File: config.mk
export PLATFORM = sky130hd
export DESIGN_NAME = rx_frontend_filter_cal_ctrl
export DESIGN_NICKNAME = d
export VERILOG_FILES = /design/src/core/rx_fe_pkg.sv /design/src/core/reg_store.sv /design/src/core/rx_frontend_filter_cal_ctrl.sv
export SDC_FILE = /design/constraint.sdc
export NUM_CORES = 1
export LEC_CHECK = 0
export ABC_CLOCK_PERIOD_IN_PS = 40300
export CORE_MARGIN = 1.5
export CORE_UTILIZATION = 50
export DETAILED_ROUTE_END_ITERATION = 16
export DONT_BUFFER_PORTS = 1
export PLACE_DENSITY = 0.63
export SLEW_MARGIN = 20
export SYNTH_ARGS = -nofsm -noshare
export SYNTH_HDL_FRONTEND = slang
export SYNTH_SLANG_ARGS = --single-unit
File: constraint.sdc
create_clock -name core_clk -period 40.3 [get_ports core_clk]
set_input_delay 8.06 -clock core_clk [delete_from_list [all_inputs] [get_ports core_clk]]
set_output_delay 8.06 -clock core_clk [all_outputs]
set_load 0.01 [all_outputs]
File: src/core/rx_fe_pkg.sv
package rx_fe_pkg;
   // register offsets
   localparam logic [7:0] ADDR_LINK_TIMING_HIGH = 8'h04;
   localparam logic [7:0] ADDR_RX_FILTER_CONFIG = 8'h09;
   localparam logic [7:0] ADDR_RX_MIXER_GAIN = 8'h0a;
   localparam logic [7:0] ADDR_RF_OUTPUT_LO = 8'h0c;
   localparam logic [7:0] ADDR_MISC_ONE = 8'h0d;
   localparam logic [7:0] ADDR_MISC_TWO = 8'h0e;
   localparam logic [7:0] ADDR_MIXER_OPTION = 8'h22;
   localparam logic [7:0] ADDR_PAGED_STATUS = 8'h2c;
   // direct commands
   localparam logic [7:0] CMD_FILTER_CAL = 8'h88;
   localparam logic [7:0] CMD_TRIM_DOWN = 8'h89;
   localparam logic [7:0] CMD_TRIM_UP = 8'h8a;
   // field positions
   localparam int SINGLE_END_BIT = 0;
   localparam int TRIM_ADJ_EN_BIT = 0;
   localparam int LOAD_DOUBLE_BIT = 7;
   localparam int LOAD_HALF_BIT = 6;
   localparam int LO_SRC_BIT = 6;
   localparam int LO_BOOST_BIT = 7;
   localparam int PAGE_LSB = 6;
   localparam logic [1:0] PAGE_TRIM = 2'b10;
   // reset values and trim limits
   localparam logic [7:0] RESET_REG = 8'h00;
   localparam logic [3:0] TRIM_TYPICAL = 4'h8;
   localparam logic [3:0] TRIM_MAX = 4'hf;
   localparam logic [3:0] TRIM_MIN = 4'h0;
   // timing
   localparam int CLK_MHZ = 100;
   localparam int CAL_TIME_MS = 5;
   localparam int CAL_CYCLES = CAL_TIME_MS * 1000 * CLK_MHZ;
   localparam int SETTLE_STEPS = 4;
   localparam int SETTLE_STEP_CYCLES = 64;

   typedef struct packed {
      logic [1:0] impedanceSel;
      logic [2:0] rangeSel;
      logic [2:0] loadCurrent;
      logic loadDouble;
      logic loadExtraHalf;
      logic singleEndOn;
   } mixer_cfg_s;

   typedef struct packed {
      logic [2:0] highPassCorner;
      logic [2:0] lowPassCorner;
      logic skipOne;
      logic skipTwo;
      logic [3:0] highPassTrim;
      logic [3:0] lowPassTrim;
   } filter_cfg_s;

   typedef struct packed {
      logic fromPreAmp;
      logic boost;
   } lo_cfg_s;
endpackage : rx_fe_pkg

File: src/core/reg_store.sv
`timescale 1ns/1ps
`default_nettype none
// small register memory with registered read data
module reg_store (
   // clock and reset
   input wire logic core_clk,
   input wire logic rst,
   // write port
   input wire logic writeEn,
   input wire logic [5:0] writeAddr,
   input wire logic [7:0] writeData,
   // read port
   input wire logic [5:0] readAddr,
   output logic [7:0] readData
);
   logic [7:0] mem [64];

   always_ff @(posedge core_clk or posedge rst) begin
      if (rst) begin
         for (int i = 0; i < 64; i++) begin
            mem[i] <= rx_fe_pkg::RESET_REG;
         end
      end else if (writeEn) begin
         mem[writeAddr] <= writeData;
      end
   end

   always_ff @(posedge core_clk or posedge rst) begin
      if (rst) begin
         readData <= rx_fe_pkg::RESET_REG;
      end else begin
         readData <= mem[readAddr];
      end
   end
endmodule : reg_store
`default_nettype wire

File: src/core/rx_frontend_filter_cal_ctrl.sv
// Notes on behaviour
// - the single-ended mixer stays off unless its enable bit in misc control one is set.
// - the two-bit impedance field of the mixer gain register drives mixer impedance and gain.
// - the three-bit range field of the mixer option register drives mixer input range.
// - load current comes from the double and extra-half bits plus the three-bit load field.
// - bit 6 of the lo path control picks RF output pins or the pre-amplifier as LO source.
// - bit 7 of the lo path control raises LO drive by about six decibels.
// - DC points are held from modulation start and the high-pass constant steps after tx ends.
// - the filter config register sets both corners and the two stage bypass bits.
// - the calibration command starts a filter calibration that ends within 5 ms.
// - trims read back in the paged status register on page 10b, typically as 88h.
// - trim up and down commands act only when trim adjust enable is already set.
// - each trim drives only its own side of the filter, in steps of about four percent.
`timescale 1ns/1ps
`default_nettype none
module rx_frontend_filter_cal_ctrl #(
   parameter int CAL_CYCLES = rx_fe_pkg::CAL_CYCLES
) (
   // clock and reset
   input wire logic core_clk,
   input wire logic rst,
   // register access from the host port
   input wire logic regWrite,
   input wire logic regRead,
   input wire logic [5:0] regAddr,
   input wire logic [7:0] regWriteData,
   output logic [7:0] regReadData,
   output logic regReadValid,
   // direct commands from the host port
   input wire logic cmdValid,
   input wire logic [7:0] cmdCode,
   // transmit timing from the tx chain
   input wire logic txModulating,
   // analog control outputs
   output rx_fe_pkg::mixer_cfg_s mixerCfg,
   output rx_fe_pkg::filter_cfg_s filterCfg,
   output rx_fe_pkg::lo_cfg_s loCfg,
   output logic dcHold,
   output logic [1:0] hpSettleStep,
   output logic calBusy
);
   typedef enum logic [2:0] {
      CAL_IDLE = 3'b001,
      CAL_RUN = 3'b010,
      CAL_DONE = 3'b100
   } cal_state_e;

   typedef enum logic [2:0] {
      AC_TRACK = 3'b001,
      AC_HOLD = 3'b010,
      AC_SETTLE = 3'b100
   } ac_state_e;

   cal_state_e calState;
   ac_state_e acState;
   logic [31:0] calCount;
   logic [7:0] settleCount;
   logic [2:0] settleIdx;
   logic [3:0] hpTrim;
   logic [3:0] lpTrim;
   logic [7:0] linkTimingHigh;
   logic [7:0] filterReg;
   logic [7:0] mixerGainReg;
   logic [7:0] loReg;
   logic [7:0] miscOne;
   logic [7:0] miscTwo;
   logic [7:0] mixerOptReg;
   logic [7:0] storeData;
   logic readPending;
   logic readIsStatus;
   logic readIsShadow;
   logic [7:0] shadowRead;
   logic txSeen;

   function automatic logic addrIs(input logic [5:0] a, input logic [7:0] off);
      addrIs = (a == off[5:0]);
   endfunction : addrIs

   function automatic logic [3:0] trimStep(input logic [3:0] t, input logic up);
      // saturate rather than wrap: a wrap would jump the corner by sixty percent
      if (up) begin
         trimStep = (t == rx_fe_pkg::TRIM_MAX) ? t : 4'(t + 4'h1);
      end else begin
         trimStep = (t == rx_fe_pkg::TRIM_MIN) ? t : 4'(t - 4'h1);
      end
   endfunction : trimStep

   // unmapped addresses fall through to the general store
   reg_store store (
      .core_clk(core_clk),
      .rst(rst),
      .writeEn(regWrite),
      .writeAddr(regAddr),
      .writeData(regWriteData),
      .readAddr(regAddr),
      .readData(storeData)
   );

   // named control registers
   always_ff @(posedge core_clk or posedge rst) begin
      if (rst) begin
         linkTimingHigh <= rx_fe_pkg::RESET_REG;
         filterReg <= rx_fe_pkg::RESET_REG;
         mixerGainReg <= rx_fe_pkg::RESET_REG;
         loReg <= rx_fe_pkg::RESET_REG;
         miscOne <= rx_fe_pkg::RESET_REG;
         miscTwo <= rx_fe_pkg::RESET_REG;
         mixerOptReg <= rx_fe_pkg::RESET_REG;
      end else if (regWrite) begin
         if (addrIs(regAddr, rx_fe_pkg::ADDR_LINK_TIMING_HIGH)) begin
            linkTimingHigh <= regWriteData;
         end
         if (addrIs(regAddr, rx_fe_pkg::ADDR_RX_FILTER_CONFIG)) begin
            filterReg <= regWriteData;
         end
         if (addrIs(regAddr, rx_fe_pkg::ADDR_RX_MIXER_GAIN)) begin
            mixerGainReg <= regWriteData;
         end
         if (addrIs(regAddr, rx_fe_pkg::ADDR_RF_OUTPUT_LO)) begin
            loReg <= regWriteData;
         end
         if (addrIs(regAddr, rx_fe_pkg::ADDR_MISC_ONE)) begin
            miscOne <= regWriteData;
         end
         if (addrIs(regAddr, rx_fe_pkg::ADDR_MISC_TWO)) begin
            miscTwo <= regWriteData;
         end
         if (addrIs(regAddr, rx_fe_pkg::ADDR_MIXER_OPTION)) begin
            mixerOptReg <= regWriteData;
         end
      end
   end

   // mixer and lo outputs
   // registered so the analog side never sees a decode glitch
   always_ff @(posedge core_clk or posedge rst) begin
      if (rst) begin
         mixerCfg <= '0;
         loCfg <= '0;
      end else begin
         mixerCfg.singleEndOn <= miscOne[rx_fe_pkg::SINGLE_END_BIT];
         mixerCfg.impedanceSel <= mixerGainReg[7:6];
         mixerCfg.rangeSel <= mixerOptReg[2:0];
         mixerCfg.loadCurrent <= mixerOptReg[5:3];
         mixerCfg.loadDouble <= linkTimingHigh[rx_fe_pkg::LOAD_DOUBLE_BIT];
         mixerCfg.loadExtraHalf <= linkTimingHigh[rx_fe_pkg::LOAD_HALF_BIT];
         loCfg.fromPreAmp <= loReg[rx_fe_pkg::LO_SRC_BIT];
         loCfg.boost <= loReg[rx_fe_pkg::LO_BOOST_BIT];
      end
   end

   // filter outputs; each trim feeds only its own side
   always_ff @(posedge core_clk or posedge rst) begin
      if (rst) begin
         filterCfg <= '0;
      end else begin
         filterCfg.highPassCorner <= filterReg[3:1];
         filterCfg.lowPassCorner <= filterReg[7:5];
         filterCfg.skipOne <= filterReg[0];
         filterCfg.skipTwo <= filterReg[4];
         filterCfg.highPassTrim <= hpTrim;
         filterCfg.lowPassTrim <= lpTrim;
      end
   end

   // calibration sequencer
   always_ff @(posedge core_clk or posedge rst) begin
      if (rst) begin
         calState <= CAL_IDLE;
         calCount <= '0;
      end else begin
         unique case (calState)
            CAL_IDLE: begin
               if (cmdValid && cmdCode == rx_fe_pkg::CMD_FILTER_CAL) begin
                  calState <= CAL_RUN;
                  calCount <= '0;
               end
            end
            CAL_RUN: begin
               // leave one count early: busy then spans CAL_CYCLES clocks, not one more
               if (calCount >= 32'(CAL_CYCLES - 2)) begin
                  calState <= CAL_DONE;
               end else begin
                  calCount <= calCount + 32'h0000_0001;
               end
            end
            CAL_DONE: begin
               calState <= CAL_IDLE;
            end
            default: begin
               calState <= CAL_IDLE;
            end
         endcase
      end
   end

   always_ff @(posedge core_clk or posedge rst) begin
      if (rst) begin
         calBusy <= 1'b0;
      end else begin
         calBusy <= (calState == CAL_RUN) ||
            (calState == CAL_IDLE && cmdValid && cmdCode == rx_fe_pkg::CMD_FILTER_CAL);
      end
   end

   // trims: calibration lands on the typical code; no analog sense to converge on here
   always_ff @(posedge core_clk or posedge rst) begin
      if (rst) begin
         hpTrim <= rx_fe_pkg::TRIM_TYPICAL;
         lpTrim <= rx_fe_pkg::TRIM_TYPICAL;
      end else if (calState == CAL_DONE) begin
         hpTrim <= rx_fe_pkg::TRIM_TYPICAL;
         lpTrim <= rx_fe_pkg::TRIM_TYPICAL;
      end else if (cmdValid && calState == CAL_IDLE &&
            miscTwo[rx_fe_pkg::TRIM_ADJ_EN_BIT]) begin
         // refused during a calibration so the result is not disturbed
         if (cmdCode == rx_fe_pkg::CMD_TRIM_UP) begin
            hpTrim <= trimStep(hpTrim, 1'b1);
            lpTrim <= trimStep(lpTrim, 1'b1);
         end else if (cmdCode == rx_fe_pkg::CMD_TRIM_DOWN) begin
            hpTrim <= trimStep(hpTrim, 1'b0);
            lpTrim <= trimStep(lpTrim, 1'b0);
         end
      end
   end

   // fast ac coupling: track, hold during tx, then stepped settle
   always_ff @(posedge core_clk or posedge rst) begin
      if (rst) begin
         acState <= AC_TRACK;
         settleCount <= '0;
         settleIdx <= '0;
         txSeen <= 1'b0;
      end else begin
         // delayed copy turns the tx level into a start edge
         txSeen <= txModulating;
         unique case (acState)
            AC_TRACK: begin
               if (txModulating && !txSeen) begin
                  acState <= AC_HOLD;
               end
            end
            AC_HOLD: begin
               if (!txModulating) begin
                  acState <= AC_SETTLE;
                  settleCount <= '0;
                  settleIdx <= '0;
               end
            end
            AC_SETTLE: begin
               if (txModulating) begin
                  acState <= AC_HOLD;
               end else if (settleCount == 8'(rx_fe_pkg::SETTLE_STEP_CYCLES - 1)) begin
                  settleCount <= '0;
                  if (settleIdx == 3'(rx_fe_pkg::SETTLE_STEPS - 1)) begin
                     acState <= AC_TRACK;
                  end else begin
                     settleIdx <= settleIdx + 3'h1;
                  end
               end else begin
                  settleCount <= settleCount + 8'h01;
               end
            end
            default: begin
               acState <= AC_TRACK;
            end
         endcase
      end
   end

   always_ff @(posedge core_clk or posedge rst) begin
      if (rst) begin
         dcHold <= 1'b0;
         hpSettleStep <= '0;
      end else begin
         dcHold <= (acState == AC_HOLD);
         // code 3 is the slowest constant, i.e. plain tracking
         hpSettleStep <= (acState == AC_SETTLE) ? settleIdx[1:0] : 2'h3;
      end
   end

   // read path: one cycle to the store and shadow mux, one to output
   always_ff @(posedge core_clk or posedge rst) begin
      if (rst) begin
         readPending <= 1'b0;
         readIsStatus <= 1'b0;
         readIsShadow <= 1'b0;
         shadowRead <= '0;
      end else begin
         readPending <= regRead;
         readIsStatus <= addrIs(regAddr, rx_fe_pkg::ADDR_PAGED_STATUS);
         readIsShadow <= 1'b1;
         if (addrIs(regAddr, rx_fe_pkg::ADDR_LINK_TIMING_HIGH)) begin
            shadowRead <= linkTimingHigh;
         end else if (addrIs(regAddr, rx_fe_pkg::ADDR_RX_FILTER_CONFIG)) begin
            shadowRead <= filterReg;
         end else if (addrIs(regAddr, rx_fe_pkg::ADDR_RX_MIXER_GAIN)) begin
            shadowRead <= mixerGainReg;
         end else if (addrIs(regAddr, rx_fe_pkg::ADDR_RF_OUTPUT_LO)) begin
            shadowRead <= loReg;
         end else if (addrIs(regAddr, rx_fe_pkg::ADDR_MISC_ONE)) begin
            shadowRead <= miscOne;
         end else if (addrIs(regAddr, rx_fe_pkg::ADDR_MISC_TWO)) begin
            shadowRead <= miscTwo;
         end else if (addrIs(regAddr, rx_fe_pkg::ADDR_MIXER_OPTION)) begin
            shadowRead <= mixerOptReg;
         end else begin
            readIsShadow <= 1'b0;
         end
      end
   end

   // status page other than trims reads zero: those sources live elsewhere
   // the page bits sit in the store, so paging costs no extra register
   always_ff @(posedge core_clk or posedge rst) begin
      if (rst) begin
         regReadData <= '0;
         regReadValid <= 1'b0;
      end else begin
         regReadValid <= readPending;
         if (!readPending) begin
            regReadData <= regReadData;
         end else if (readIsStatus) begin
            regReadData <= (storeData[rx_fe_pkg::PAGE_LSB +: 2] == rx_fe_pkg::PAGE_TRIM) ?
               {lpTrim, hpTrim} : 8'h00;
         end else if (readIsShadow) begin
            regReadData <= shadowRead;
         end else begin
            regReadData <= storeData;
         end
      end
   end
endmodule : rx_frontend_filter_cal_ctrl
`default_nettype wire

# ---- Yosys cells after proc, flatten, opt, wreduce, memory -nomap -nowiden
# Index checks and enable logic that the tools add are counted.
dict set report classes {
  n_addsub 7
  n_lt_le_gt_ge 3
  eq_ne 36
  muxes 57
  n_bitwise 1
  reduce_logical 29
}
# operator count
set ops {}
lappend ops {{$bwmux 512} 1}
lappend ops {{$mux 8} 16}
lappend ops {{$mux 32} 2}
lappend ops {{$pmux 32 s2} 1}
lappend ops {{$bmux 8 s6} 1}
lappend ops {{$demux 8 s6} 1}
lappend ops {{$mux 4} 12}
lappend ops {{$mux 3} 11}
lappend ops {{$add 32x1->32 const B} 1}
lappend ops {{$ge 32x19->1 const B} 1}
lappend ops {{$eq 6x4->1 const B} 5}
lappend ops {{$eq 8x8->1 const B} 3}
lappend ops {{$ne 3x3->1 const B} 6}
lappend ops {{$ne 2x2->1 const B} 8}
lappend ops {{$pmux 8 s2} 1}
lappend ops {{$reduce_and 2->1} 8}
lappend ops {{$eq 6x6->1 const B} 2}
lappend ops {{$pmux 3 s2} 2}
lappend ops {{$reduce_and 4->1} 3}
lappend ops {{$eq 3x2->1 const B} 3}
lappend ops {{$pmux 3 s3} 1}
lappend ops {{$add 4x1->4 const B} 2}
lappend ops {{$add 8x1->8 const B} 1}
lappend ops {{$eq 4x4->1 const B} 2}
lappend ops {{other kinds (21)} 39}
dict set report word_totals {
  register_bits 687
  input_bits 28
}

# ---- Depth between registers and ports, before layout
# Gate-level depths: netlist of run 1.
dict set report depth {
  ltp_word 8
  depth_mapped 9
  ltp_nobuf 8
}

# ---- Hierarchy
# From an unflattened synthesis of run 1, not the netlist that was laid out.
dict set report unflattened {
  hier_cells 2174
  area_unflattened_um2 31286.3
}
# module instances cells_each area_each_um2 seq_area_each_um2
set by_module_without_submodules {}
lappend by_module_without_submodules {reg_store 1 1526 23767.8 13012.5}
lappend by_module_without_submodules {rx_frontend_filter_cal_ctrl 1 648 7518.5 4184.0}

# ---- Least setup slack after synthesis of run 1
# Ideal clock, no wire load.
dict set report synth_timing {
  path_kind {input to register}
  from {input cmdCode[2]}
  to {register hpTrim[3]}
  setup_time_ns 0.083
  t_arrival_ns 10.364
  required_time_ns 40.217
  setup_slack_ns 29.853
  cell_stages 9
  path_buffers 1
  path_cell_list {or4b_1 -> or4b_1 -> buf_2 -> ha_1 -> a21o_1 -> a21oi_1 -> xnor2_1 -> nand2_1 -> o32a_1}
}
dict set report synth_between {
  elab_chain_len 4
}
# item line
set synth_rtl {}
lappend synth_rtl {{start: declaration} rx_frontend_filter_cal_ctrl.sv:31} ;# input wire logic [7:0] cmdCode,
lappend synth_rtl {{$eq 8x8->1} rx_frontend_filter_cal_ctrl.sv:217} ;# if (cmdCode == rx_fe_pkg::CMD_TRIM_UP) begin
lappend synth_rtl {{$mux 4} rx_frontend_filter_cal_ctrl.sv:217}
lappend synth_rtl {{$mux 4} rx_frontend_filter_cal_ctrl.sv:214} ;# end else if (cmdValid && calState == CAL_IDLE &&
lappend synth_rtl {{$mux 4} rx_frontend_filter_cal_ctrl.sv:211} ;# end else if (calState == CAL_DONE) begin
lappend synth_rtl {{end signal: assignment} rx_frontend_filter_cal_ctrl.sv:212} ;# hpTrim <= rx_fe_pkg::TRIM_TYPICAL;
lappend synth_rtl {{end signal: assignment} rx_frontend_filter_cal_ctrl.sv:218} ;# hpTrim <= trimStep(hpTrim, 1'b1);
lappend synth_rtl {{end signal: assignment} rx_frontend_filter_cal_ctrl.sv:221} ;# hpTrim <= trimStep(hpTrim, 1'b0);
lappend synth_rtl {{end: declaration} rx_frontend_filter_cal_ctrl.sv:59} ;# logic [3:0] hpTrim;
# Parallel ways exist; a longest one is shown, timed or not. The select of a mux whose other input is x is not followed.
# A chain may end at the register's enable or synchronous reset.

==> impl_metrics.toml, run 1 <==
[pwr]
comb_power_share = 0.100
p_sw_uw = 401.6
power_frac_seq = 0.486
irDropWorstVdd_v = 0.00002637
power.internal_mw = 1.289
clkPwrFrac = 0.414
swShare = 0.2375
p_leak_nw = 15.74
power_density_mw_per_mm2 = 49.50

[cells_and_area]
drive_above_1_share = 0.3497
fillCellCount = 5006
syn2layout_area_growth_pct = 10.00
nNetsFinal = 2270
final_cells = 3122
stdcell_area_sq_mm = 0.03416
n_antenna_cell = 0

[logic_synthesis]
synth-xor-area-share = 0.002256
async_flop_share = 1.000
syn_area_sq_mm = 0.03106
synth-seq-cells = 687
synthTopCellsByArea = "dfrtp_1 (55%), mux2_2 (20%), mux4_2 (6.5%), mux2i_1 (2.9%), nand2_1 (2.2%)"
ys.flop_type = "dfrtp_1"
synth.yosys.seq_area_share = 0.5537
avgSynthCellArea_sq_um = 13.51
synth_top_family_by_area = "multiplexers"
synthCells = 2298
synth_fp_nets = 2337
ys_warn_count = 0
synth_top_cell_by_area = "dfrtp_1"
yosysUniqueCellTypes = 73
synthDominantCellAreaShare = 0.5503
synthMuxAreaShare = 0.2937
synth-compound-area-share = 0.05386
synthSimpleGateAreaFrac = 0.06877
synthAdderAreaFrac = 0.004915
synth_edf_count = 0

[critical_path]
critPathMaxFanout = 173
arrival_ns = 11.96
crit_slowest_cell = "buf_4"
cp_top_family = "buffers and inverters"
crit_path_max_incr_delay_ns = 0.86
crit_top_cell = "buf_4"
cp-end-kind = "asynchronous set/reset pin"
start_kind = "primary input"
crit_buf_inv = 5
cp.required_ns = 40.98
path_cells = "inv_8 > buf_4 > buf_12 > buf_4 > buf_4"
critical_path_class = "in -> async"

[route]
firstDrtPassIters = 5
dr.first_iter.drc_count = 1751
ant_nets = 0
routed_wl_mm = 77.83
drc = 0
wl_per_cell_um = 24.93
drt-vias-per-instance = 6.138
num_vias = 19160

[sta]
grt_setup_unrepaired = "false"
worst_hold_slack_ns = 0.4083
relSlewSlack = 0.2464
worstMarginPinSlew_ns = 1.124
setup_viol = 0
final-hold-violation-count = 0
slew_viol_final = 0
post-route-min-period_ns = 11.28
worst_slack_ns = 29.02
tns_ns = 0
skew_ns = 0.02163
period_share = 0.2798
fmax_mhz = 88.69

[flow_run]
max-cap-violations = 0

[placement]
gp_congestion = 0.8713
dp_cells = 2991
port_buffers = 0
place_hpwl_mm = 48.14
pre_cts_ws_ns = 28.20
place_area_sq_mm = 0.03162

[floorplanning]
pin_count = 70
die_y_um = 252.2
die-area_sq_mm = 0.06362
coreArea_sq_mm = 0.06160
die-width_um = 252.2
rows = 91
start_util = 0.5042

[clock_network]
clkSlewWorstSetupHoldPaths_ns = 0.06
cts.sinks = 687
cts_root_buf = "clkbuf_16"
clk_latency_ns = 0.63
postCtsHoldBufs = 0
cts_tree = "built"
cts_max_level = 3
postCtsSetupBuffers = 0
cts_made_buffers = 75
postCtsResizedCells = 0
clk_path_buf_depth = 3

[status]
outcome = "finished clean"

[hold_path]
hold_class = "reg -> reg"

[global_route]
grt_usage = 0.2499
grt_pass1_wl_mm = 121.1
grt_max_degree = 200
grt_overflow = 0
antenna_found_initial = 1
grt_pass1_vias = 19570
per-stage QoR:
step                        util  power (mW)
final                     0.5546       1.691
after global routing      0.5546       1.757
after CTS                 0.5544       1.705
after detailed placement  0.5133       1.004
after global placement    0.5133      0.9928
after floorplan                -      0.9663
logic make-up (layout without fill, tap and decap cells):
kind of cell	count (synthesis)	after routing
mux	730	730
buf+inv	179	166
compound gates	243	243
simple gates	440	440
fa+ha+maj	11	11
xor+xnor	8	8
flops	687	687
cell type report:
type,count,area (sq um),share of cell area
multi-input cells,1432,13190,0.3860
repair buffers,14,117.6,0.003443
clock buffers,112,2287,0.06695
clock inverters,19,240.2,0.007032
well taps,837,1047,0.03065
inverters,21,86.33,0.002527
flip-flops and latches,687,17200,0.5034
layer usage:
metal | GRT usage | vias up | wire length [um]
met3 | 0.04315 | 119 | 4425
met4 | 0.06963 | 2 | 1682
met5 | 0 | - | 13
met1 | 0.3572 | 10180 | 35130
li1 | - | 8323 | -
met2 | 0.3944 | 540 | 36580
worst register-to-register path, delay by kind of cell, from the launching register on:
kind	cells	cell delay, ns
simple gates	2	1.14
compound gates	3	1.16
flops	1	0.37
synth_stat cells, types with 12 or more instances:
cell type,n
nor3_1,28
nand3_1,21
a22o_1,16
buf_2,20
nor2_1,81
clkbuf_1,122
and3_1,12
mux2i_1,90
dfrtp_1,683
o221ai_1,12
o22ai_1,28
a21oi_1,61
a22oi_1,18
nand2_1,182
nand4_1,13
nor4_1,12
buf_1,14
o21ai_0,28
inv_1,21
and2_1,16
mux2_2,550
mux4_2,90
nand2b_1,17
sequential cells by signal, indices dropped and copies added, names as in the netlist, 2 cells and up:
register	count
hpTrim	4
filterReg	8
store.readData	8
loReg	8
miscOne	8
settleCount	8
mixerOptReg	8
calCount	32
miscTwo	8
hpSettleStep	2
regReadData	8
mixerGainReg	8
linkTimingHigh	8
lpTrim	4
calState	3
settleIdx	3
mixerCfg	11
acState	3
loCfg	2
store.mem	512
filterCfg	16
shadowRead	8
layout by cell type (no fill, tap or decap), types with 5 or more instances in the layout:
cell type / count
nand3_1: 21
o31ai_1: 7
and2_1: 16
o22ai_1: 28
a211oi_1: 8
xnor2_1: 5
nand3b_1: 7
o21ai_0: 28
buf_4: 13
or3b_2: 6
nand4_1: 13
mux2_2: 550
a22oi_1: 18
a221oi_1: 11
a22o_1: 16
mux4_2: 90
nor3_1: 26
dfrtp_1: 683
clkbuf_8: 25
or4_1: 10
o221ai_1: 12
inv_1: 20
clkinv_2: 7
nand2_1: 182
and3_1: 12
clkbuf_16: 76
nor4_1: 12
clkbuf_1: 11
nor2_1: 81
nand2b_1: 17
ha_1: 9
nor3b_1: 6
a21oi_1: 61
mux2i_1: 90
a31oi_1: 6
power groups by stage:
| stage | Combinational (mW) | Clock (mW) | Sequential [mW] |
|---|---|---|---|
| after global routing | 0.183 | 0.742 | 0.833 |
| after detailed placement | 0.170 | 0 | 0.834 |
| after floorplan | 0.148 | 0 | 0.819 |
| after global placement | 0.165 | 0 | 0.828 |
| after CTS | 0.171 | 0.713 | 0.822 |
| final | 0.169 | 0.700 | 0.822 |
path summary, 6_finish.rpt:
kind | start | end | slack (ns) | cells past startpoint
min | filterReg[2]$_DFFE_PP0P_ | filterCfg[14]$_DFF_PP0_ | 0.41 | 0
max in group core_clk | regAddr[1] | loReg[7]$_DFFE_PP0P_ | 29.93 | 4
min in group asynchronous | rst | store.mem[245]$_DFFE_PP0P_ | 7.43 | 1
max | rst | store.mem[370]$_DFFE_PP0P_ | 29.02 | 5
max reg2reg | calCount[28]$_DFFE_PP0P_ | calCount[14]$_DFFE_PP0P_ | 37.56 | 5
min reg2reg | filterReg[2]$_DFFE_PP0P_ | filterCfg[14]$_DFF_PP0_ | 0.41 | 0
(Power assumes the default switching activity.)
==> run 2, diff against run 1 <==
- ABC_CLOCK_PERIOD_IN_PS: 40300 -> 10200
- PLACE_DENSITY: 0.63 -> 0.66
- clock period: 40.3 -> 10.2 ns (I/O delays scaled with it)
==> run 2 against run 1 <==
  * Wire length shrank 0.69%
  * Cell count about the same
  * Sequential share of layout area down 0.081 points
  * Hold slack got worse by 0.00093 ns
  * Largest cell class unchanged
==> impl_metrics.toml, run 2 (synthesis results as in run 1) <==
[placement]
dp_cells = 2990
gp_congestion = 0.8643
port_buffers = 0
place_hpwl_mm = 47.52
pre_cts_ws_ns = 5.397

[sta]
worst_slack_ns = 5.785
setup_viol = 0
fmax_mhz = 226.5
period_share = 0.4329
worstMarginPinSlew_ns = 1.132
grt_setup_unrepaired = "false"
relSlewSlack = 0.2452
post-route-min-period_ns = 4.415
final-hold-violation-count = 0
skew_ns = 0.01640
slew_viol_final = 0

[floorplanning]
die-width_um = 252.2
pin_count = 70
coreArea_sq_mm = 0.06160
start_util = 0.5042
die_y_um = 252.2
die-area_sq_mm = 0.06362
rows = 91

[cells_and_area]
largest_reg_flops = 512
final_core_util = 0.5555
final_cells = 3120
syn2layout_area_growth_pct = 10.18
regMostFlops = "store.mem"
n_antenna_cell = 0
layout_commonest_cell = "dfrtp_1"
nNetsFinal = 2269
final_cell_mix = "dfrtp_1 (683), mux2_2 (550), nand2_1 (182), mux2i_1 (90), mux4_2 (90)"
top_regs = "store.mem (512), calCount (32), filterCfg (16)"
drive_above_1_share = 0.3434

[global_route]
grt_pass1_vias = 19520
grt_pass1_wl_mm = 120.8
antenna_found_initial = 1
grt_usage = 0.2489
grt_overflow = 0
grt_max_degree = 200

[pwr]
power_mw = 6.757
irDropWorstVdd_v = 0.0001226
p_leak_nw = 15.75
power_density_mw_per_mm2 = 197.5

[critical_path]
crit_slowest_cell = "nor2b_1"
cp_top_family = "simple AND/OR/NAND/NOR gates"
cp-end-kind = "flop"
crit_buf_inv = 0
critPathMaxFanout = 199
crit_path_max_incr_delay_ns = 0.84
start_kind = "primary input"
path_cells = "nor2b_1 > nor2b_1 > nand2_1 > mux2_2"
cp.required_ns = 10.69
crit_top_cell = "nor2b_1"
arrival_ns = 4.90
critical_path_class = "in -> reg"

[route]
num_vias = 19040
ant_nets = 0
drc = 0
dr.first_iter.drc_count = 1579
routed_wl_mm = 77.29
drt-vias-per-instance = 6.104
wl_per_cell_um = 24.77
firstDrtPassIters = 5

[flow_run]
max-cap-violations = 0

[clock_network]
postCtsSetupBuffers = 0
cts.sinks = 687
clk_path_buf_depth = 3
clkSlewWorstSetupHoldPaths_ns = 0.06
cts_tree = "built"
postCtsResizedCells = 0
clk_latency_ns = 0.62
cts_root_buf = "clkbuf_16"
cts_made_buffers = 74
cts_max_level = 3
postCtsHoldBufs = 0

[hold_path]
hold_class = "reg -> reg"

[status]
outcome = "finished clean"
==> run 2: cell types whose count changed in the layout (fill, tap and decap cells not counted), moves of 2 or more <==
cell,change
buf_4,-4
bufinv_16,+8
clkinv_2,-2
buf_6,+2
clkbuf_8,-14
clkbuf_1,+10
==> run 2: cell type report <==
class                      instances  area, sq um
inverter                          21        82.58
clock buffer                     109         2157
clock inverter                    20        410.4
fill                            4937        27380
multi-input combinational       1432        13170
timing repair buffer              14        157.7
tap                              837         1047
sequential                       687        17200
==> run 2: metrics by stage <==
| step | instance area, sq um | hold WS [ns] | TNS, ns |
|---|---|---|---|
| CTS | 34180 | 0.4080 | 0 |
| global placement | 31620 | 0.3769 | 0 |
| global route | 34220 | 0.4170 | 0 |
| detailed placement | 31620 | 0.3879 | 0 |
| floorplan | 31060 | 0.3520 | -844.79 |
| finish | 34220 | 0.4074 | 0 |
==> run 2: worst reg2reg max path: stages (launching register included) <==
cell and delay [ns]:
dfrtp_1 0.38, or4_1 0.54, a2111o_1 0.46, a211o_1 0.53
or4_1 0.58, a21oi_1 0.16
==> run 2: metal layers <==
metal  wire length (um)  global-route usage  up-vias
met5                  0                   0        -
met4               2252             0.08537        0
met3               4862             0.05118      118
met2              36100              0.3908      553
met1              34080              0.3461    10060
li1                   -                   -     8316
==> run 2: worst paths after layout <==
kind                       slack [ns]                      from                    endpoint  depth (start not counted)
hold / removal                   0.41  filterReg[2]$_DFFE_PP0P_     filterCfg[14]$_DFF_PP0_                          0
min in group asynchronous        1.33                       rst  settleCount[3]$_DFFE_PP0P_                          1
setup reg to reg                 7.47  calCount[28]$_DFFE_PP0P_    calCount[12]$_DFFE_PP0P_                          5
setup / recovery                 5.78                regAddr[1]  store.mem[429]$_DFFE_PP0P_                          4
hold reg to reg                  0.41  filterReg[2]$_DFFE_PP0P_     filterCfg[14]$_DFF_PP0_                          0
max in group asynchronous        6.67                       rst   store.mem[79]$_DFFE_PP0P_                          4
==> run 2: report_power, final <==
part           total (mW)  internal (mW)  switching, mW
Sequential           3.25           3.06          0.192
Clock                2.84           1.76           1.08
Combinational       0.666          0.383          0.283
Total                6.76           5.21           1.55
==> run 3, diff against run 2 <==
- ABC_CLOCK_PERIOD_IN_PS: 10200 -> 3850
- clock period: 10.2 -> 3.85 ns (I/O delays scaled with it)
==> run 3 against run 2 <==
  * Cell count is 1.8% higher
  * Sequential share of layout area is 0.58 points lower
  * First-iteration DRC count is 10% lower
  * Design area is 1.2% higher
  * Non-clock buffer count is 50 higher
  * Total power grew to 2.6 times the previous value
  * Die area stayed put
  * Clock-buffer cell count is 7 higher
  * Utilization is 0.65 points higher
  * Worst setup slack worse by 4.8 ns
  * Critical path depth is 4 higher
==> impl_metrics.toml, run 3 (synthesis results as in run 1) <==
[status]
outcome = "finished clean"

[floorplanning]
coreArea_sq_mm = 0.06160
die-width_um = 252.2
pin_count = 70
start_util = 0.5042
die_y_um = 252.2
rows = 91
die-area_sq_mm = 0.06362

[route]
wl_per_cell_um = 24.57
ant_nets = 0
dr.first_iter.drc_count = 1418
drc = 0
num_vias = 19310
firstDrtPassIters = 5
drt-vias-per-instance = 6.077
routed_wl_mm = 78.05

[global_route]
antenna_found_initial = 0
grt_pass1_vias = 19990
grt_pass1_wl_mm = 121.9
grt_overflow = 0
grt_usage = 0.2512
grt_max_degree = 200

[critical_path]
crit_path_max_incr_delay_ns = 0.75
critical_path_class = "in -> reg"
crit_top_cell = "or4b_1"
crit-reg2reg-capture = "calCount[11]$_DFFE_PP0P_"
path_cells = "or4b_1 > or4b_1 > ha_1 > a21o_1 > a21oi_1 > xnor2_1 > nand2_1 > o32a_1"
arrival_ns = 3.44
cp-end-kind = "flop"
worst_r2r_path_depth = 5
reg2reg_slack_ns = 1.12
crit_buf_inv = 0
cp.required_ns = 4.39
cp_top_family = "simple AND/OR/NAND/NOR gates"
start_kind = "primary input"
critPathMaxFanout = 12
timing.rr.start = "calCount[28]$_DFFE_PP0P_"
cp_num_cells = 8
crit_slowest_cell = "or4b_1"

[sta]
skew_ns = 0.02652
fmax_mhz = 345.5
post-route-min-period_ns = 2.895
final-hold-violation-count = 0
worstMarginPinSlew_ns = 1.040
slew_viol_final = 0
period_share = 0.7519
relSlewSlack = 0.3066
grt_setup_unrepaired = "false"
setup_viol = 0

[hold_path]
hold_start = "txModulating"
hold_path_end = "txSeen$_DFF_PP0_"
hold_class = "in -> reg"
whs_path_depth = 0

[placement]
place_area_sq_mm = 0.03208
gp_congestion = 0.8791
place_hpwl_mm = 49.00
port_buffers = 0

[clock_network]
postCtsResizedCells = 0
cts_max_level = 3
cts_made_buffers = 75
cts.sinks = 687
clk_latency_ns = 0.62
clk_path_buf_depth = 3
clkSlewWorstSetupHoldPaths_ns = 0.06
cts_root_buf = "clkbuf_16"
cts_tree = "built"
postCtsHoldBufs = 0
postCtsSetupBuffers = 0

[cells_and_area]
nNetsFinal = 2320
layout_commonest_cell = "dfrtp_1"
stdcell_area_sq_mm = 0.03462
top_regs = "store.mem (512), calCount (32), filterCfg (16)"
syn2layout_area_growth_pct = 11.47
largest_reg_flops = 512
drive_above_1_share = 0.3608
final_cell_mix = "dfrtp_1 (683), mux2_2 (550), nand2_1 (182), mux2i_1 (90), mux4_2 (90)"
regMostFlops = "store.mem"

[pwr]
p_leak_nw = 16.02
power_density_mw_per_mm2 = 512.1
power_mw = 17.73
irDropWorstVdd_v = 0.0002971

[flow_run]
max-cap-violations = 0
==> run 3: cell types whose count changed in the layout (fill, tap and decap cells not counted), sizes merged <==
cell / delta
diode: +1
clkbuf: +7
bufinv: -7
clkinv: +5
buf: +50
clkinvlp: +1
==> run 3: how the worst max path moves through the flow <==
stage	startpoint	endpoint
4_1_cts	cmdCode[2]	hpTrim[3]$_DFFE_PP1P_
6_report	cmdCode[2]	hpTrim[3]$_DFFE_PP1P_
2_1_floorplan	rst	acState[1]$_DFFE_PP0P_
3_5_place_dp	cmdCode[2]	hpTrim[3]$_DFFE_PP1P_
5_1_grt	cmdCode[2]	hpTrim[3]$_DFFE_PP1P_
3_3_place_gp	cmdCode[2]	hpTrim[3]$_DFFE_PP1P_
==> run 3: cell type report <==
cell class / instances / area, sq um
flip-flops and latches: 687 / 17200
multi-input cells: 1432 / 13170
clock inverters: 19 / 236.5
repair buffers: 64 / 593.1
diodes: 1 / 2.502
clock buffers: 116 / 2293
inverters: 21 / 82.58
well taps: 837 / 1047
fillers: 4921 / 26980
==> run 3: metal layers <==
layer,global-route usage,wire length (um),vias up,part of all wire
met4,0.08195,2493,0,0.032
met2,0.3917,36420,533,0.47
met1,0.3467,34380,10230,0.44
li1,-,-,8406,-
met3,0.06159,4758,141,0.061
met5,0,0,-,0
==> run 3: report_power, final <==
part | total (mW) | internal, mW | switching (mW) | leakage (nW)
Combinational | 1.79 | 1.03 | 0.755 | 5.75
Sequential | 8.62 | 8.11 | 0.510 | 9.02
Clock | 7.33 | 4.43 | 2.90 | 1.25
Total | 17.7 | 13.6 | 4.16 | 16.0
==> run 3: through the flow <==
step,util,cells,hold slack (ns),setup WS (ns),TNS (ns)
floorplan,-,2298,0.3520,-6.317,-4329.05
global placement,0.5208,3041,0.3882,0.4186,0
detailed placement,0.5208,3041,0.3870,0.3978,0
CTS,0.5619,3176,0.1638,1.022,0
global route,0.5620,3176,0.1669,0.9058,0
finish,0.5620,3177,0.1918,0.9552,0
